File: config.mk
export PLATFORM = sky130hd
export DESIGN_NAME = dbe_top
export DESIGN_NICKNAME = d
export VERILOG_FILES = /design/src/dbe_pkg.sv /design/src/dbe_top.sv /design/src/dbe_qual.sv /design/src/dbe_pair.sv
export VERILOG_INCLUDE_DIRS = /design/src
export SDC_FILE = /design/constraint.sdc
export NUM_CORES = 1
export LEC_CHECK = 0
export ABC_AREA = 1
export BUFFER_PORTS_ARGS = -buffer_cell sky130_fd_sc_hd__buf_2
export CAP_MARGIN = 20
export CORE_ASPECT_RATIO = 0.6
export CORE_MARGIN = 3
export CORE_UTILIZATION = 30
export CTS_BUF_LIST = sky130_fd_sc_hd__clkbuf_2 sky130_fd_sc_hd__clkbuf_4 sky130_fd_sc_hd__clkbuf_8
export CTS_CLUSTER_DIAMETER = 60
export CTS_CLUSTER_SIZE = 20
export DETAILED_ROUTE_END_ITERATION = 10
export GPL_TIMING_DRIVEN = 0
export HOLD_SLACK_MARGIN = 0.02
export PLACE_DENSITY = 0.45
export SLEW_MARGIN = 0
export SYNTH_ARGS = -nofsm -noshare
export SYNTH_HDL_FRONTEND = slang
export SYNTH_SLANG_ARGS = --single-unit
File: constraint.sdc
create_clock -name pclk -period 2.18 [get_ports pclk]
set_input_delay 0 -clock pclk [delete_from_list [all_inputs] [get_ports pclk]]
set_output_delay 0 -clock pclk [all_outputs]
set_load 0.02 [all_outputs]
File: src/dbe_cfg.svh
`ifndef DBE_CFG_SVH
`define DBE_CFG_SVH
`define DBE_OFF_CTRL_ZERO 12'h000
`define DBE_OFF_CTRL_ONE 12'h004
`define DBE_OFF_STATUS 12'h008
`define DBE_OFF_CMP_ADDR_ONE 12'h010
`define DBE_OFF_CMP_ADDR_TWO 12'h014
`define DBE_OFF_CMP_ADDR_THREE 12'h018
`define DBE_OFF_CMP_ADDR_FOUR 12'h01c
`define DBE_OFF_DATA_ADDR_ONE 12'h020
`define DBE_OFF_DATA_ADDR_TWO 12'h024
`define DBE_OFF_DATA_VALUE_ONE 12'h028
`define DBE_OFF_DATA_VALUE_TWO 12'h02c
`define DBE_CTRL_ZERO_RESET 32'h0000_0000
`define DBE_CTRL_ONE_RESET 32'h0000_0000
`define DBE_STATUS_RESET 32'h0000_0000
`define DBE_ADDR_RESET 32'h0000_0000
`define DBE_CTRL_ZERO_MASK 32'h0000_07ff
`define DBE_EN_INSN_CMP 0
`define DBE_EN_DATA_ADDR 4
`define DBE_EN_DATA_VALUE 5
`define DBE_EN_BRANCH 6
`define DBE_EN_TRAP 7
`define DBE_EN_RET 8
`define DBE_EN_INSN_COMPLETE_EVENT 9
`define DBE_EN_INTERRUPT_EVENT 10
`define DBE_ST_UNCOND 11
`define DBE_ST_TOGGLE_A 12
`define DBE_ST_TOGGLE_B 13
`define DBE_C1_MODE_A 0
`define DBE_C1_MODE_B 2
`define DBE_C1_AT_A 4
`define DBE_C1_AT_B 5
`define DBE_C1_PRIV 8
`define DBE_C1_SPACE 16
`endif

File: src/dbe_pkg.sv
package dbe_pkg;
  typedef enum logic [1:0] {
    DBE_MODE_EXACT = 2'h0,
    DBE_MODE_RSVD = 2'h1,
    DBE_MODE_INCL = 2'h2,
    DBE_MODE_EXCL = 2'h3
  } dbe_mode_t;
  typedef enum logic [2:0] {
    DBE_ST_IDLE = 3'h1,
    DBE_ST_SETUP = 3'h2,
    DBE_ST_ACCESS = 3'h4
  } dbe_apb_state_t;
endpackage : dbe_pkg

File: src/dbe_top.sv
// Chosen here: the APB slave port and the address map.
`timescale 1ns/1ps
`default_nettype none
`include "dbe_cfg.svh"
// How it works
// RULE_01: Instruction address matching compare setup raises instruction match event.
// RULE_02: Load, store or cache op matching data compare raises data address event.
// RULE_03: Data address match plus equal data value raises data value event.
// RULE_04: Only taken branches raise branch event.
// RULE_05: Trap-word with true condition raises trap event.
// RULE_06: Any of three return-from-interrupt instructions raises exit event.
// RULE_07: Each successfully completed instruction raises complete event.
// RULE_08: Every interrupt generated raises interrupt event.
// RULE_09: Debug tool request raises unconditional event without enable.
// RULE_10: Other events gated by control zero enables; all recorded in status.
// RULE_11: Four compare addresses, exact or paired as two ranges.
// RULE_12: Each compare event needs its enable and sets its status bit.
// RULE_13: Mode 00 fires each comparator on exact address equality.
// RULE_14: Mode 10 matches lower <= address < upper.
// RULE_15: Mode 11 matches address < lower or address >= upper.
// RULE_16: Range match sets status bits of enabled halves of the pair.
// RULE_17: Mode 01 is reserved.
// RULE_18: Privilege selector: 00 any, 10 supervisor, 11 user, 01 reserved.
// RULE_19: Software programs both privilege selectors of a range pair equal.
// RULE_20: Space selector: 00 any, 10 space 0, 11 space 1.
// RULE_21: Process identifier is ignored; only address and space bit compare.
// RULE_22: Space selector 01 is reserved.
// RULE_23: Software enables at least one event of a pair in range mode.
// RULE_24: Auto-toggle with toggle state set swaps modes 10 and 11.
// RULE_25: Auto-toggle flips toggle state with each pair event, same update.
// RULE_26: Reserved selector or mode values produce no event.
module dbe_top (
  input wire logic pclk,
  input wire logic presetn,
  input wire logic psel,
  input wire logic penable,
  input wire logic pwrite,
  input wire logic [11:0] paddr,
  input wire logic [31:0] pwdata,
  input wire logic [3:0] pstrb,
  output logic [31:0] prdata,
  output logic pready,
  output logic pslverr,
  input wire logic insn_valid,
  input wire logic [31:0] insn_addr,
  input wire logic user_mode_bit,
  input wire logic insn_space_bit,
  input wire logic insn_complete,
  input wire logic branch_taken,
  input wire logic trap_word_insn,
  input wire logic trap_cond_true,
  input wire logic handler_exit,
  input wire logic interrupt_taken,
  input wire logic data_access,
  input wire logic [31:0] data_addr,
  input wire logic [31:0] data_value,
  input wire logic unconditional_req,
  output logic [31:0] debug_status_out,
  output logic event_pulse
);
  import dbe_pkg::*;

  logic [31:0] debug_ctrl_zero_reg;
  logic [31:0] debug_ctrl_one_reg;
  logic [31:0] debug_status_reg;
  logic [31:0] debug_status_next;
  logic [31:0] insn_cmp_addr_one_reg;
  logic [31:0] insn_cmp_addr_two_reg;
  logic [31:0] insn_cmp_addr_three_reg;
  logic [31:0] insn_cmp_addr_four_reg;
  logic [31:0] data_cmp_addr_one_reg;
  logic [31:0] data_cmp_addr_two_reg;
  logic [31:0] data_value_one_reg;
  logic [31:0] data_value_two_reg;
  logic [31:0] prdata_reg;
  logic event_pulse_reg;
  logic [3:0] qual_pass;
  logic [3:0] cmp_hit;
  logic [3:0] insn_addr_match;
  logic [1:0] data_addr_hit;
  logic [1:0] data_value_hit;
  logic [13:0] events;
  logic wr_en;
  logic rd_en;
  logic addr_ok;
  logic [31:0] wmask;
  dbe_apb_state_t apb_state_reg;
  dbe_apb_state_t apb_state_next;

  assign wr_en = (apb_state_reg == DBE_ST_SETUP) && psel && penable && pwrite;
  assign rd_en = psel && !penable && !pwrite;
  assign pready = 1'b1;
  assign prdata = prdata_reg;
  assign debug_status_out = debug_status_reg;
  assign event_pulse = event_pulse_reg;
  assign wmask = {{8{pstrb[3]}}, {8{pstrb[2]}}, {8{pstrb[1]}}, {8{pstrb[0]}}};

  always_comb
  begin
    addr_ok = 1'b1;
    if (paddr == `DBE_OFF_CTRL_ZERO)
      addr_ok = 1'b1;
    else if (paddr == `DBE_OFF_CTRL_ONE)
      addr_ok = 1'b1;
    else if (paddr == `DBE_OFF_STATUS)
      addr_ok = 1'b1;
    else if (paddr >= `DBE_OFF_CMP_ADDR_ONE && paddr <= `DBE_OFF_DATA_VALUE_TWO
             && paddr[1:0] == 2'h0)
      addr_ok = 1'b1;
    else
      addr_ok = 1'b0;
  end
  assign pslverr = psel && penable && !addr_ok;

  // A write lands once per transfer, even if a master stretches its access phase.
  always_comb
  begin
    apb_state_next = DBE_ST_IDLE;
    case (apb_state_reg)
      DBE_ST_IDLE:
        if (psel && !penable)
          apb_state_next = DBE_ST_SETUP;
      DBE_ST_SETUP:
        if (psel && penable)
          apb_state_next = DBE_ST_ACCESS;
        else if (psel)
          apb_state_next = DBE_ST_SETUP;
      DBE_ST_ACCESS:
        if (psel && !penable)
          apb_state_next = DBE_ST_SETUP;
      default:
        apb_state_next = DBE_ST_IDLE;
    endcase
  end

  always_ff @(posedge pclk or negedge presetn)
  begin
    if (!presetn)
      apb_state_reg <= DBE_ST_IDLE;
    else
      apb_state_reg <= apb_state_next;
  end

  genvar gi;
  generate
    for (gi = 0; gi < 4; gi++)
    begin : g_qual
      dbe_qual u_qual (
        .priv_sel(debug_ctrl_one_reg[`DBE_C1_PRIV + 2*gi +: 2]),
        .space_sel(debug_ctrl_one_reg[`DBE_C1_SPACE + 2*gi +: 2]),
        .user_mode_bit(user_mode_bit),
        .insn_space_bit(insn_space_bit),
        .pass(qual_pass[gi])
      );
    end
  endgenerate

  dbe_pair u_pair_a (
    .addr(insn_addr),
    .cmp_lo(insn_cmp_addr_one_reg),
    .cmp_hi(insn_cmp_addr_two_reg),
    .mode(debug_ctrl_one_reg[`DBE_C1_MODE_A +: 2]),
    .autotoggle_en(debug_ctrl_one_reg[`DBE_C1_AT_A]),
    .toggle_state(debug_status_reg[`DBE_ST_TOGGLE_A]),
    .qual_pass(qual_pass[1:0]),
    .hit(cmp_hit[1:0])
  );

  dbe_pair u_pair_b (
    .addr(insn_addr),
    .cmp_lo(insn_cmp_addr_three_reg),
    .cmp_hi(insn_cmp_addr_four_reg),
    .mode(debug_ctrl_one_reg[`DBE_C1_MODE_B +: 2]),
    .autotoggle_en(debug_ctrl_one_reg[`DBE_C1_AT_B]),
    .toggle_state(debug_status_reg[`DBE_ST_TOGGLE_B]),
    .qual_pass(qual_pass[3:2]),
    .hit(cmp_hit[3:2])
  );

  // Data comparators are exact matches on either address register.
  assign data_addr_hit[0] = data_access && (data_addr == data_cmp_addr_one_reg);
  assign data_addr_hit[1] = data_access && (data_addr == data_cmp_addr_two_reg);
  assign data_value_hit[0] = data_addr_hit[0] && (data_value == data_value_one_reg);
  assign data_value_hit[1] = data_addr_hit[1] && (data_value == data_value_two_reg);

  always_comb
  begin
    insn_addr_match = {4{insn_valid}} & cmp_hit
                      & debug_ctrl_zero_reg[`DBE_EN_INSN_CMP +: 4]; // [RULE_01] [RULE_11] [RULE_12]
    events = 14'h0;
    events[3:0] = insn_addr_match;
    events[`DBE_EN_DATA_ADDR] = (|data_addr_hit)
                                && debug_ctrl_zero_reg[`DBE_EN_DATA_ADDR]; // [RULE_02] [RULE_10]
    events[`DBE_EN_DATA_VALUE] = (|data_value_hit)
                                 && debug_ctrl_zero_reg[`DBE_EN_DATA_VALUE]; // [RULE_03]
    events[`DBE_EN_BRANCH] = insn_valid && branch_taken
                             && debug_ctrl_zero_reg[`DBE_EN_BRANCH]; // [RULE_04]
    events[`DBE_EN_TRAP] = insn_valid && trap_word_insn && trap_cond_true
                           && debug_ctrl_zero_reg[`DBE_EN_TRAP]; // [RULE_05]
    events[`DBE_EN_RET] = insn_valid && handler_exit
                          && debug_ctrl_zero_reg[`DBE_EN_RET]; // [RULE_06]
    events[`DBE_EN_INSN_COMPLETE_EVENT] = insn_complete && debug_ctrl_zero_reg[`DBE_EN_INSN_COMPLETE_EVENT]; // [RULE_07]
    events[`DBE_EN_INTERRUPT_EVENT] = interrupt_taken && debug_ctrl_zero_reg[`DBE_EN_INTERRUPT_EVENT]; // [RULE_08]
    events[`DBE_ST_UNCOND] = unconditional_req; // [RULE_09]
  end

  // Software clears status bits by writing ones; a new event in the same cycle wins.
  always_comb
  begin
    debug_status_next = debug_status_reg;
    if (wr_en && paddr == `DBE_OFF_STATUS)
      debug_status_next = debug_status_reg & ~(pwdata & wmask);
    debug_status_next[11:0] = debug_status_next[11:0] | events[11:0]; // [RULE_10]
    if (debug_ctrl_one_reg[`DBE_C1_AT_A] && |insn_addr_match[1:0])
      debug_status_next[`DBE_ST_TOGGLE_A] = !debug_status_reg[`DBE_ST_TOGGLE_A]; // [RULE_25]
    if (debug_ctrl_one_reg[`DBE_C1_AT_B] && |insn_addr_match[3:2])
      debug_status_next[`DBE_ST_TOGGLE_B] = !debug_status_reg[`DBE_ST_TOGGLE_B]; // [RULE_25]
    debug_status_next[31:14] = 18'h0;
  end

  always_ff @(posedge pclk or negedge presetn)
  begin
    if (!presetn)
      debug_status_reg <= `DBE_STATUS_RESET;
    else
      debug_status_reg <= debug_status_next;
  end

  always_ff @(posedge pclk or negedge presetn)
  begin
    if (!presetn)
      event_pulse_reg <= 1'b0;
    else
      event_pulse_reg <= |events[11:0];
  end

  // Unused enable bits are held at zero so a read shows only real enables.
  always_ff @(posedge pclk or negedge presetn)
  begin
    if (!presetn)
      debug_ctrl_zero_reg <= `DBE_CTRL_ZERO_RESET;
    else if (wr_en && paddr == `DBE_OFF_CTRL_ZERO)
      debug_ctrl_zero_reg <= ((debug_ctrl_zero_reg & ~wmask) | (pwdata & wmask))
                             & `DBE_CTRL_ZERO_MASK;
  end

  always_ff @(posedge pclk or negedge presetn)
  begin
    if (!presetn)
      debug_ctrl_one_reg <= `DBE_CTRL_ONE_RESET;
    else if (wr_en && paddr == `DBE_OFF_CTRL_ONE)
      debug_ctrl_one_reg <= (debug_ctrl_one_reg & ~wmask) | (pwdata & wmask);
  end

  always_ff @(posedge pclk or negedge presetn)
  begin
    if (!presetn)
      insn_cmp_addr_one_reg <= `DBE_ADDR_RESET;
    else if (wr_en && paddr == `DBE_OFF_CMP_ADDR_ONE)
      insn_cmp_addr_one_reg <= (insn_cmp_addr_one_reg & ~wmask) | (pwdata & wmask);
  end

  always_ff @(posedge pclk or negedge presetn)
  begin
    if (!presetn)
      insn_cmp_addr_two_reg <= `DBE_ADDR_RESET;
    else if (wr_en && paddr == `DBE_OFF_CMP_ADDR_TWO)
      insn_cmp_addr_two_reg <= (insn_cmp_addr_two_reg & ~wmask) | (pwdata & wmask);
  end

  always_ff @(posedge pclk or negedge presetn)
  begin
    if (!presetn)
      insn_cmp_addr_three_reg <= `DBE_ADDR_RESET;
    else if (wr_en && paddr == `DBE_OFF_CMP_ADDR_THREE)
      insn_cmp_addr_three_reg <= (insn_cmp_addr_three_reg & ~wmask) | (pwdata & wmask);
  end

  always_ff @(posedge pclk or negedge presetn)
  begin
    if (!presetn)
      insn_cmp_addr_four_reg <= `DBE_ADDR_RESET;
    else if (wr_en && paddr == `DBE_OFF_CMP_ADDR_FOUR)
      insn_cmp_addr_four_reg <= (insn_cmp_addr_four_reg & ~wmask) | (pwdata & wmask);
  end

  always_ff @(posedge pclk or negedge presetn)
  begin
    if (!presetn)
      data_cmp_addr_one_reg <= `DBE_ADDR_RESET;
    else if (wr_en && paddr == `DBE_OFF_DATA_ADDR_ONE)
      data_cmp_addr_one_reg <= (data_cmp_addr_one_reg & ~wmask) | (pwdata & wmask);
  end

  always_ff @(posedge pclk or negedge presetn)
  begin
    if (!presetn)
      data_cmp_addr_two_reg <= `DBE_ADDR_RESET;
    else if (wr_en && paddr == `DBE_OFF_DATA_ADDR_TWO)
      data_cmp_addr_two_reg <= (data_cmp_addr_two_reg & ~wmask) | (pwdata & wmask);
  end

  always_ff @(posedge pclk or negedge presetn)
  begin
    if (!presetn)
      data_value_one_reg <= `DBE_ADDR_RESET;
    else if (wr_en && paddr == `DBE_OFF_DATA_VALUE_ONE)
      data_value_one_reg <= (data_value_one_reg & ~wmask) | (pwdata & wmask);
  end

  always_ff @(posedge pclk or negedge presetn)
  begin
    if (!presetn)
      data_value_two_reg <= `DBE_ADDR_RESET;
    else if (wr_en && paddr == `DBE_OFF_DATA_VALUE_TWO)
      data_value_two_reg <= (data_value_two_reg & ~wmask) | (pwdata & wmask);
  end

  always_ff @(posedge pclk or negedge presetn)
  begin
    if (!presetn)
      prdata_reg <= 32'h0;
    else if (rd_en)
    begin
      if (paddr == `DBE_OFF_CTRL_ZERO)
        prdata_reg <= debug_ctrl_zero_reg;
      else if (paddr == `DBE_OFF_CTRL_ONE)
        prdata_reg <= debug_ctrl_one_reg;
      else if (paddr == `DBE_OFF_STATUS)
        prdata_reg <= debug_status_reg;
      else if (paddr == `DBE_OFF_CMP_ADDR_ONE)
        prdata_reg <= insn_cmp_addr_one_reg;
      else if (paddr == `DBE_OFF_CMP_ADDR_TWO)
        prdata_reg <= insn_cmp_addr_two_reg;
      else if (paddr == `DBE_OFF_CMP_ADDR_THREE)
        prdata_reg <= insn_cmp_addr_three_reg;
      else if (paddr == `DBE_OFF_CMP_ADDR_FOUR)
        prdata_reg <= insn_cmp_addr_four_reg;
      else if (paddr == `DBE_OFF_DATA_ADDR_ONE)
        prdata_reg <= data_cmp_addr_one_reg;
      else if (paddr == `DBE_OFF_DATA_ADDR_TWO)
        prdata_reg <= data_cmp_addr_two_reg;
      else if (paddr == `DBE_OFF_DATA_VALUE_ONE)
        prdata_reg <= data_value_one_reg;
      else if (paddr == `DBE_OFF_DATA_VALUE_TWO)
        prdata_reg <= data_value_two_reg;
      else
        prdata_reg <= 32'h0;
    end
  end
  // Status is sampled in the setup cycle, so a read shows it one cycle old.
endmodule : dbe_top
`default_nettype wire

File: src/dbe_qual.sv
`timescale 1ns/1ps
`default_nettype none
module dbe_qual (
  input wire logic [1:0] priv_sel,
  input wire logic [1:0] space_sel,
  input wire logic user_mode_bit,
  input wire logic insn_space_bit,
  output logic pass
);
  // The process identifier is never consulted, only the space bit.
  always_comb
  begin
    pass = 1'b1;
    if (priv_sel == 2'h1)
      pass = 1'b0; // [RULE_26]
    else if (priv_sel[1] && (priv_sel[0] != user_mode_bit))
      pass = 1'b0; // [RULE_18]
    if (space_sel == 2'h1)
      pass = 1'b0; // [RULE_22]
    else if (space_sel[1] && (space_sel[0] != insn_space_bit))
      pass = 1'b0; // [RULE_20] [RULE_21]
  end
endmodule : dbe_qual
`default_nettype wire

File: src/dbe_pair.sv
`timescale 1ns/1ps
`default_nettype none
module dbe_pair
  import dbe_pkg::*;
(
  input wire logic [31:0] addr,
  input wire logic [31:0] cmp_lo,
  input wire logic [31:0] cmp_hi,
  input wire logic [1:0] mode,
  input wire logic autotoggle_en,
  input wire logic toggle_state,
  input wire logic [1:0] qual_pass,
  output logic [1:0] hit
);
  logic in_range;
  logic excl;
  assign in_range = (addr >= cmp_lo) && (addr < cmp_hi);
  assign excl = mode[0] ^ (autotoggle_en & toggle_state); // [RULE_24]
  always_comb
  begin
    hit = 2'h0;
    case (mode)
      DBE_MODE_EXACT:
        hit = {addr == cmp_hi, addr == cmp_lo} & qual_pass; // [RULE_13]
      DBE_MODE_INCL, DBE_MODE_EXCL:
        // Both halves see the same range result, each masked by its own qualifier; the enables pick which record it.
        hit = {2{in_range ^ excl}} & qual_pass; // [RULE_14] [RULE_15] [RULE_16]
      default:
        hit = 2'h0; // [RULE_17] [RULE_26]
    endcase
  end
endmodule : dbe_pair
`default_nettype wire

## Word level (Yosys, flattened, before mapping)

Index checks and enable logic that the tools add are counted.

- Bits in registers: 349
- Latch bits: 0
- RAM bits: 0
- ROM bits: 0
- Input port bits: 160
- Word-level logic and storage cells: 206
- Memories: 0

- Add/sub/neg operators: 0
- Multiply operators: 0
- Divide/modulo/power cells: 0
- $lt $le $gt $ge: 6
- Equality and inequality tests: 41
- Shift-type cells: 0
- Multiplexer cells: 40
- Bitwise gates (word level): 37
- Reductions and logical operators: 66

Operators by type and width:

| cell | count |
|---|---|
| $mux W32 | 11 |
| $and A32 B32 Y32 | 10 |
| $or A32 B32 Y32 | 9 |
| $eq A32 B32 Y1 | 8 |
| $ge A32 B32 Y1 | 2 |
| $lt A32 B32 Y1 | 2 |
| $eq A12 B5 Y1 const B | 4 |
| $eq A12 B6 Y1 const B | 4 |
| $logic_and A1 B1 Y1 | 47 |
| $not A32 Y32 | 1 |
| $mux W1 | 22 |
| $eq A2 B1 Y1 const B | 8 |
| $and A14 B14 Y14 | 1 |
| $mux W14 | 1 |
| $not A14 Y14 | 1 |
| $reduce_or A2 Y1 | 7 |
| $eq A12 B3 Y1 const B | 1 |
| $eq A12 B4 Y1 const B | 1 |
| $ge A12 B5 Y1 const B | 1 |
| $le A12 B6 Y1 const B | 1 |
| $logic_not A12 Y1 | 1 |
| $or A12 B12 Y12 | 1 |
| $reduce_or A12 Y1 | 1 |
| $and A11 B11 Y11 | 1 |
| other kinds (17) | 44 |

## Longest topological paths before layout

Gate-level depths: netlist of run 1.

- Word-level depth: 13
- Mapped depth: 18

## By module

From an unflattened synthesis of run 1, not the netlist that was laid out.

- Cell total of the unflattened synthesis: 2878
- Area total of the unflattened synthesis: 21837.2 um^2

By module, submodules not included:

| module | times used | cells an instance | area each (um^2) |
|---|---|---|---|
| dbe_top | 1 | 2244 | 18076.1 |
| dbe_pair | 2 | 293 | 1785.5 |
| dbe_qual | 4 | 12 | 47.5 |

## Least setup slack after synthesis of run 1

No wires, ideal clock.

- Path kind: register -> register
- From: reg apb_state_reg[2]
- To: reg with a tool-made name
- Library setup time: 0.132 ns
- Arrival: 1.687 ns
- Required time: 2.048 ns
- Path slack: 0.360 ns
- Cell stages (with the launch flop): 13
- Path buffers: 2
- Clock period less this slack: 1.820 ns
- Cells stage by stage: dfrtp_1 -> nor2_1 -> inv_1 -> nor2_1 -> inv_2 -> nor2_4 -> nand2_4 -> inv_2 -> buf_4 -> nand3_1 -> buf_2 -> nand2_1 -> o21ai_1

RTL lines:

| element | line | RTL |
|---|---|---|
| start, declared | dbe_top.sv:87 | `dbe_apb_state_t apb_state_reg;` |
| start signal, assigned | dbe_top.sv:141 | `apb_state_reg <= apb_state_next;` |

==> results of run 1 <==
## layer usage
layer  up-vias  track usage, %  wire, um
met5         -               0        41
met4         6           4.589      1801
met3       109           6.170      8973
met2       785           32.66     35280
met1     10140           37.90     45310
li1       9874               -         -
## through the flow
stage,std cells,worst slack (ns),setup TNS [ns]
after global routing,4119,-0.07898,-0.3346
after detailed placement,3955,-0.6481,-57.30
after global placement,3952,-6.133,-2154.77
after floorplan,2835,0.3604,0
after CTS,4085,-0.08673,-0.2113
final,4121,-0.02441,-0.02441
## timing repair
action | 4_1_cts | 5_1_grt
setup endpoints to repair | 195 | 293
hold buffers | 69 | 0
setup buffers | 11 | 29
resized for setup | 76 | 180
cloned | 1 | 9
pin swaps | 9 | 31
hold endpoints to repair | 364 | 0
## cell families after synthesis
group | share of synthesized area (%)
multiplexers | 0.04718
adder cells (fa/ha/maj) | 7.549
other | 0.03540
AND/OR/NAND/NOR | 24.80
XOR/XNOR | 3.591
buffers and inverters | 8.386
flip-flops | 41.17
AO/OA/AOI/OAI | 14.42
## path summary, 6_finish.rpt
path / from / to / slack [ns]
max: flop / event_pulse$_DFF_PN0_ / -0.02
min: penable / prdata[9]$_DFFE_PN0P_ / 0.03
max reg2reg: flop / event_pulse$_DFF_PN0_ / -0.02
min reg2reg: prdata[28]$_DFFE_PN0P_ / prdata[28]$_DFFE_PN0P_ / 0.48
max in group asynchronous: presetn / asynchronous set/reset pin / 0.70
min in group asynchronous: presetn / prdata[29]$_DFFE_PN0P_ / 0.40
## worst reg2reg max path, stage by stage (launching register included)
cell and delay (ns):
dfrtp_1 0.46, xor2_1 0.18, nor4_1 0.35, nand3_1 0.21, nor2_4 0.33, nand2_4 0.16, a21oi_2 0.23, nor2_1 0.11
nand3_2 0.10
## power breakdown
group          switching [uW]  total, uW  internal (uW)
logic                     990       1480            489
clock network            2930       4830           1890
registers                4.15       6480           6480
total                    3930      12800           8860
## synth_stat cells, types with 3 or more instances
library cell,number
a21o_1,3
nor2_4,9
nor4_1,8
nand3_2,10
inv_1,300
xnor2_1,59
o211ai_1,15
clkbuf_1,44
inv_2,19
o21ai_0,233
buf_1,3
o22ai_1,8
a21oi_1,142
dfrtp_1,348
o21a_1,5
xor2_1,28
buf_4,25
nor2_8,3
o21ai_1,160
nor3_1,25
nand4_1,33
buf_2,36
o2111ai_1,11
nand2_2,18
or2_2,17
ha_1,128
nor2_2,6
nand3_1,101
nor2_1,129
nand2_1,864
o21bai_1,4
## final cells by class
class                   instances  area share [%]
flip-flops and latches        349           33.33
clock buffers                  32           1.656
diodes                          2         0.01909
inverters                     321           4.635
well taps                     912           4.354
plain buffers                 102           2.602
clock inverters                22           1.222
repair buffers                323           8.416
multi-input cells            2058           43.76
## layout by cell type, fill, tap and decap left out, drive strengths merged
master / netlist / final
nor3: 26 / 26
ha: 128 / 128
o2111ai: 11 / 11
mux2i: 1 / 1
or2: 18 / 18
nor2b: 1 / 1
dlygate4sd3: 0 / 68
nand2: 884 / 885
dfrtp: 348 / 348
dfstp: 1 / 1
bufinv: 0 / 3
xnor2: 59 / 59
o22ai: 8 / 8
inv: 320 / 330
o21a: 5 / 5
a41oi: 1 / 1
a21oi: 142 / 142
o21ai: 393 / 393
nor2: 147 / 147
a31oi: 1 / 1
nor4: 9 / 9
o221ai: 2 / 2
clkbuf: 45 / 60
nand3b: 2 / 2
a21o: 3 / 3
o211ai: 15 / 15
diode: 0 / 2
buf: 66 / 329
nor3b: 1 / 1
conb: 2 / 19
nand4: 33 / 33
xor2: 28 / 28
nand3: 113 / 116
o21bai: 4 / 4
clkinv: 1 / 10
==> metrics.csv, run 1 <==
stage,metric,value,unit
power,power_leakage,0.01227,uW
setup_path,crit_family,simple AND/OR/NAND/NOR gates,
setup_path,critPathMaxStageDelay,0.46,ns
setup_path,cp_slowest_cell,dfrtp_1,
yosys,ys.flop_type,dfrtp_1,
setup_path,crit_chain,xor2_1 > nor4_1 > nand3_1 > nor2_4 > nand2_4 > a21oi_2 > nor2_1 > nand3_2,
placed_design,port_buffers,205,
power,ir_worst_vdd,0.4071,mV
placed_design,gp_congestion,0.9425,
drt,route.detailed.drc,0,
placed_design,placed_area,23540,um^2
setup_path,crit_fanout,3,
global_route,grt_max_degree,118,
sta,finClkSkew,0.05352,ns
final_layout,fillers,7279,
global_route,grt_overflow,0,
sta,fin_ws,-0.02441,ns
clock_tree,numCtsBuffers,30,
sta,finalHoldViolCount,0,
drt,vias,20910,
setup_path,crit_buf_inv,0,
setup_path,crit_type,flop to flop,
yosys,synth_top_area_share,41.04,%
sta,min_period,2.204,ns
yosys,ys_warn_count,0,
global_route,grt_pass1_vias,19780,
global_route,grt_usage,24.08,%
drt,wirelength,91.40,mm
clock_tree,htree_levels,1,
run_status,status,finished with violations,
clock_tree,clk_path_buf_depth,3,
yosys,syn_area,21220,um^2
sta,fin_crit_sh,101.1,%
die,die_w,349.3,um
clock_tree,cts_sinks,349,
power,pwr_density_cell,488.0,nW/um^2
sta,relSlewSlack,1.955,%
setup_path,critPathArrivalTime,2.84,ns
final_layout,areaGrowthSynthToFinish,23.54,%
yosys,yosysSeqAreaShare,41.17,%
yosys,async_flop_share,100.0,%
flow_run,max-cap-violations,0,
drt,ant_nets,0,
die,die_area,74050,um^2
clock_tree,clk_latency,0.73,ns
yosys,ys_ff_latch,349,
setup_path,cp-start-kind,flop,
sta,holdWs,0.02945,ns
die,start_util,30.76,%
drt,vias_per_cell,5.074,
global_route,antenna_found_initial,4,
final_layout,drive_gt1_share,18.18,%
die,core_area,68980,um^2
clock_tree,cts_tree,yes,
final_layout,finalNetCount,3473,
final_layout,seqCellArea,8737,um^2
drt,drt_first_pass_iters,5,
setup_path,worst-r2r-cell-count,8,
global_route,grt_first_pass_wirelength,131.1,mm
sta,rsz0062_at_grt,yes,
die,die_y,212.0,um
worst_hold_path,min_path_cells,7,
sta,setup_viol,1,
setup_path,required,2.82,ns
yosys,synth_edf_count,0,
sta,tightest_slew,1.471,ns
setup_path,end_kind,flop,
yosys,synth.largest_area_cell,dfrtp_1,
final_layout,postLayoutCellArea,26210,um^2
yosys,yosys-top-cells-area,"dfrtp_1 41%, nand2_1 15%, ha_1 7.5%",
sta,clock.fmax,453.6,MHz
clock_tree,cts-root-buf,clkbuf_8,
power,total_power,12790,uW
run_status,violations,negative setup slack,
sta,maxSlewViolCount,0,
setup_path,cp.depth,8,
clock_tree,clk_pin_slew_worst_paths,0.13,ns
yosys,syn_area_per_cell,7.529,um^2
die,rows,74,
worst_hold_path,min_path_type,primary input to flop,
die,io_pins,227,
yosys,netlist_instances,2818,
placed_design,hpwl,71.25,mm
drt,wire_per_inst,22.18,um
drt,drt_iter0_drc,2034,
final_layout,multiInputGateArea,11470,um^2
yosys,ys_types,49,
final_layout,postLayoutCoreUtil,38.00,%
Power figures use the tool's default switching activity.
==> run 2: changes to the inputs <==
--- a/config.mk
+++ b/config.mk
@@ -16,7 +16,7 @@
 export CTS_CLUSTER_DIAMETER = 60
 export CTS_CLUSTER_SIZE = 20
 export DETAILED_ROUTE_END_ITERATION = 10
-export GPL_TIMING_DRIVEN = 0
+export GPL_TIMING_DRIVEN = 1
 export HOLD_SLACK_MARGIN = 0.02
 export PLACE_DENSITY = 0.45
 export SLEW_MARGIN = 0
==> run 2 against run 1 <==
The run now ends clean. Sequential share of layout area about the same. Count of clock-buffer cells in the layout increased by 7. Utilization decreased by 0.060 points. Via count decreased by 0.81%. Power increased by 1.1%. Register-to-register slack improved by 0.08 ns. Largest cell class unchanged.
==> metrics.csv, run 2 (synthesis results as in run 1) <==
stage,metric,value,unit
run_status,status,"complete, no violations",
clock_tree,clk_pin_slew_worst_paths,0.12,ns
sta,holdWs,0.06071,ns
global_route,antenna_found_initial,7,
sta,finalHoldViolCount,0,
power,ir_worst_vdd,0.3582,mV
setup_path,required,2.69,ns
power,power_leakage,0.01229,uW
die,rows,74,
setup_path,critPathArrivalTime,2.63,ns
die,core_area,68980,um^2
global_route,grt_max_degree,74,
worst_hold_path,min_path_type,primary input to flop,
sta,min_period,2.122,ns
placed_design,port_buffers,207,
global_route,grt_usage,23.64,%
drt,wire_per_inst,21.53,um
sta,finClkSkew,0.02564,ns
clock_tree,htree_levels,2,
die,die_y,212.0,um
clock_tree,cts-root-buf,clkbuf_8,
drt,drt_first_pass_iters,5,
die,die_w,349.3,um
power,pwr_density_cell,494.0,nW/um^2
clock_tree,clk_path_buf_depth,3,
global_route,grt_first_pass_wirelength,129.3,mm
sta,rsz0062_at_grt,yes,
placed_design,hpwl,69.89,mm
final_layout,fillers,7306,
clock_tree,clk_latency,0.63,ns
final_layout,finalNetCount,3489,
die,io_pins,227,
clock_tree,cts_sinks,349,
final_layout,final_common_cell,nand2_1,
die,die_area,74050,um^2
drt,vias,20740,
sta,setup_viol,0,
sta,clock.fmax,471.2,MHz
drt,drt_iter0_drc,2094,
placed_design,dp_slack,-0.1999,ns
sta,tightest_slew,0.8350,ns
sta,fin_ws,0.05765,ns
drt,wirelength,89.19,mm
final_layout,areaGrowthSynthToFinish,23.34,%
global_route,grt_pass1_vias,19640,
clock_tree,cts_tree,yes,
placed_design,gp_congestion,0.9414,
sta,relSlewSlack,44.27,%
drt,route.detailed.drc,0,
worst_hold_path,min-delay-start,pwdata[3],
die,start_util,30.76,%
final_layout,layout_common_cells,"848 x nand2_1, 348 x dfrtp_1, 293 x inv_1",
setup_path,crit_type,flop to flop,
global_route,grt_overflow,0,
setup_path,cp-start-kind,flop,
drt,ant_nets,0,
drt,vias_per_cell,5.006,
flow_run,max-cap-violations,0,
setup_path,crit_fanout,5,
setup_path,end_kind,flop,
sta,fin_crit_sh,97.36,%
sta,maxSlewViolCount,0,
clock_tree,numCtsBuffers,35,
final_layout,drive_gt1_share,18.87,%
## run 2: path summary, 6_finish.rpt
path                                                    endpoint  slack (ns)  cells after the start
worst max-delay path            debug_status_out[12]$_DFFE_PN0P_        0.06                     16
worst min-delay path                                        flop        0.06                      3
worst max register to register  debug_status_out[12]$_DFFE_PN0P_        0.06                     16
worst min register to register            prdata[29]$_DFFE_PN0P_        0.48                      2
max in group asynchronous                  prdata[0]$_DFFE_PN0P_        1.65                      3
min in group asynchronous                 prdata[24]$_DFFE_PN0P_        0.07                      3
## run 2: critical path, cell delays in order (launching register included)
cell and delay (ns):
dfrtp_1 0.40, inv_1 0.14, ha_1 0.25, nand2_1 0.10, nor2_1 0.05, nand2_1 0.10, nor2_4 0.06, nand2_4 0.07
nand3_1 0.09, nor2_1 0.19, nand2_1 0.13, nand2_1 0.07, nand2_1 0.05, nand3_2 0.10, o211ai_1 0.10, nand2_1 0.07
nand2_1 0.05
## run 2: area by class of cell
cell class              instances  area, um^2  share of cell area (%)
clock buffers                  39       536.8                   2.051
inverters                     321        1207                   4.614
well taps                     912        1141                   4.360
diodes                          4       10.01                 0.03825
clock inverters                24       269.0                   1.028
repair buffers                440        3134                   11.98
multi-input cells            2054       11140                   42.55
flip-flops and latches        349        8735                   33.38
## run 2: power breakdown
group / switching, uW / internal (uW) / leakage, uW
Sequential: 5.89 / 6480 / 0.00485
Clock: 3020 / 1980 / 0.000402
Combinational: 970 / 471 / 0.00704
Total: 3990 / 8930 / 0.0123
## run 2: layer usage
| layer | track usage [%] | routed length [um] |
|---|---|---|
| met1 | 38.50 | 45460 |
| met2 | 31.82 | 34330 |
| met3 | 4.632 | 8026 |
| met4 | 3.890 | 1357 |
| met5 | 0 | 9 |
## run 2: what timing repair did
action,4_1_cts,5_1_grt
pin swaps,1,28
hold endpoints to repair,621,0
setup endpoints to repair,7,14
resized for setup,15,69
setup buffers,0,20
hold buffers,52,0
## run 2: stage by stage
step / std cells / total power (uW) / setup TNS (ns) / cell area, um^2 / utilization (%)
2_1_floorplan: 2835 / 7186 / 0 / 21280 / -
3_3_place_gp: 4004 / 7907 / -0.9257 / 24290 / 35.22
3_5_place_dp: 4004 / 7929 / -1.018 / 24290 / 35.22
4_1_cts: 4119 / 13040 / 0 / 25690 / 37.24
5_1_grt: 4139 / 13490 / -0.1853 / 26160 / 37.92
6_report: 4143 / 12930 / 0 / 26170 / 37.94
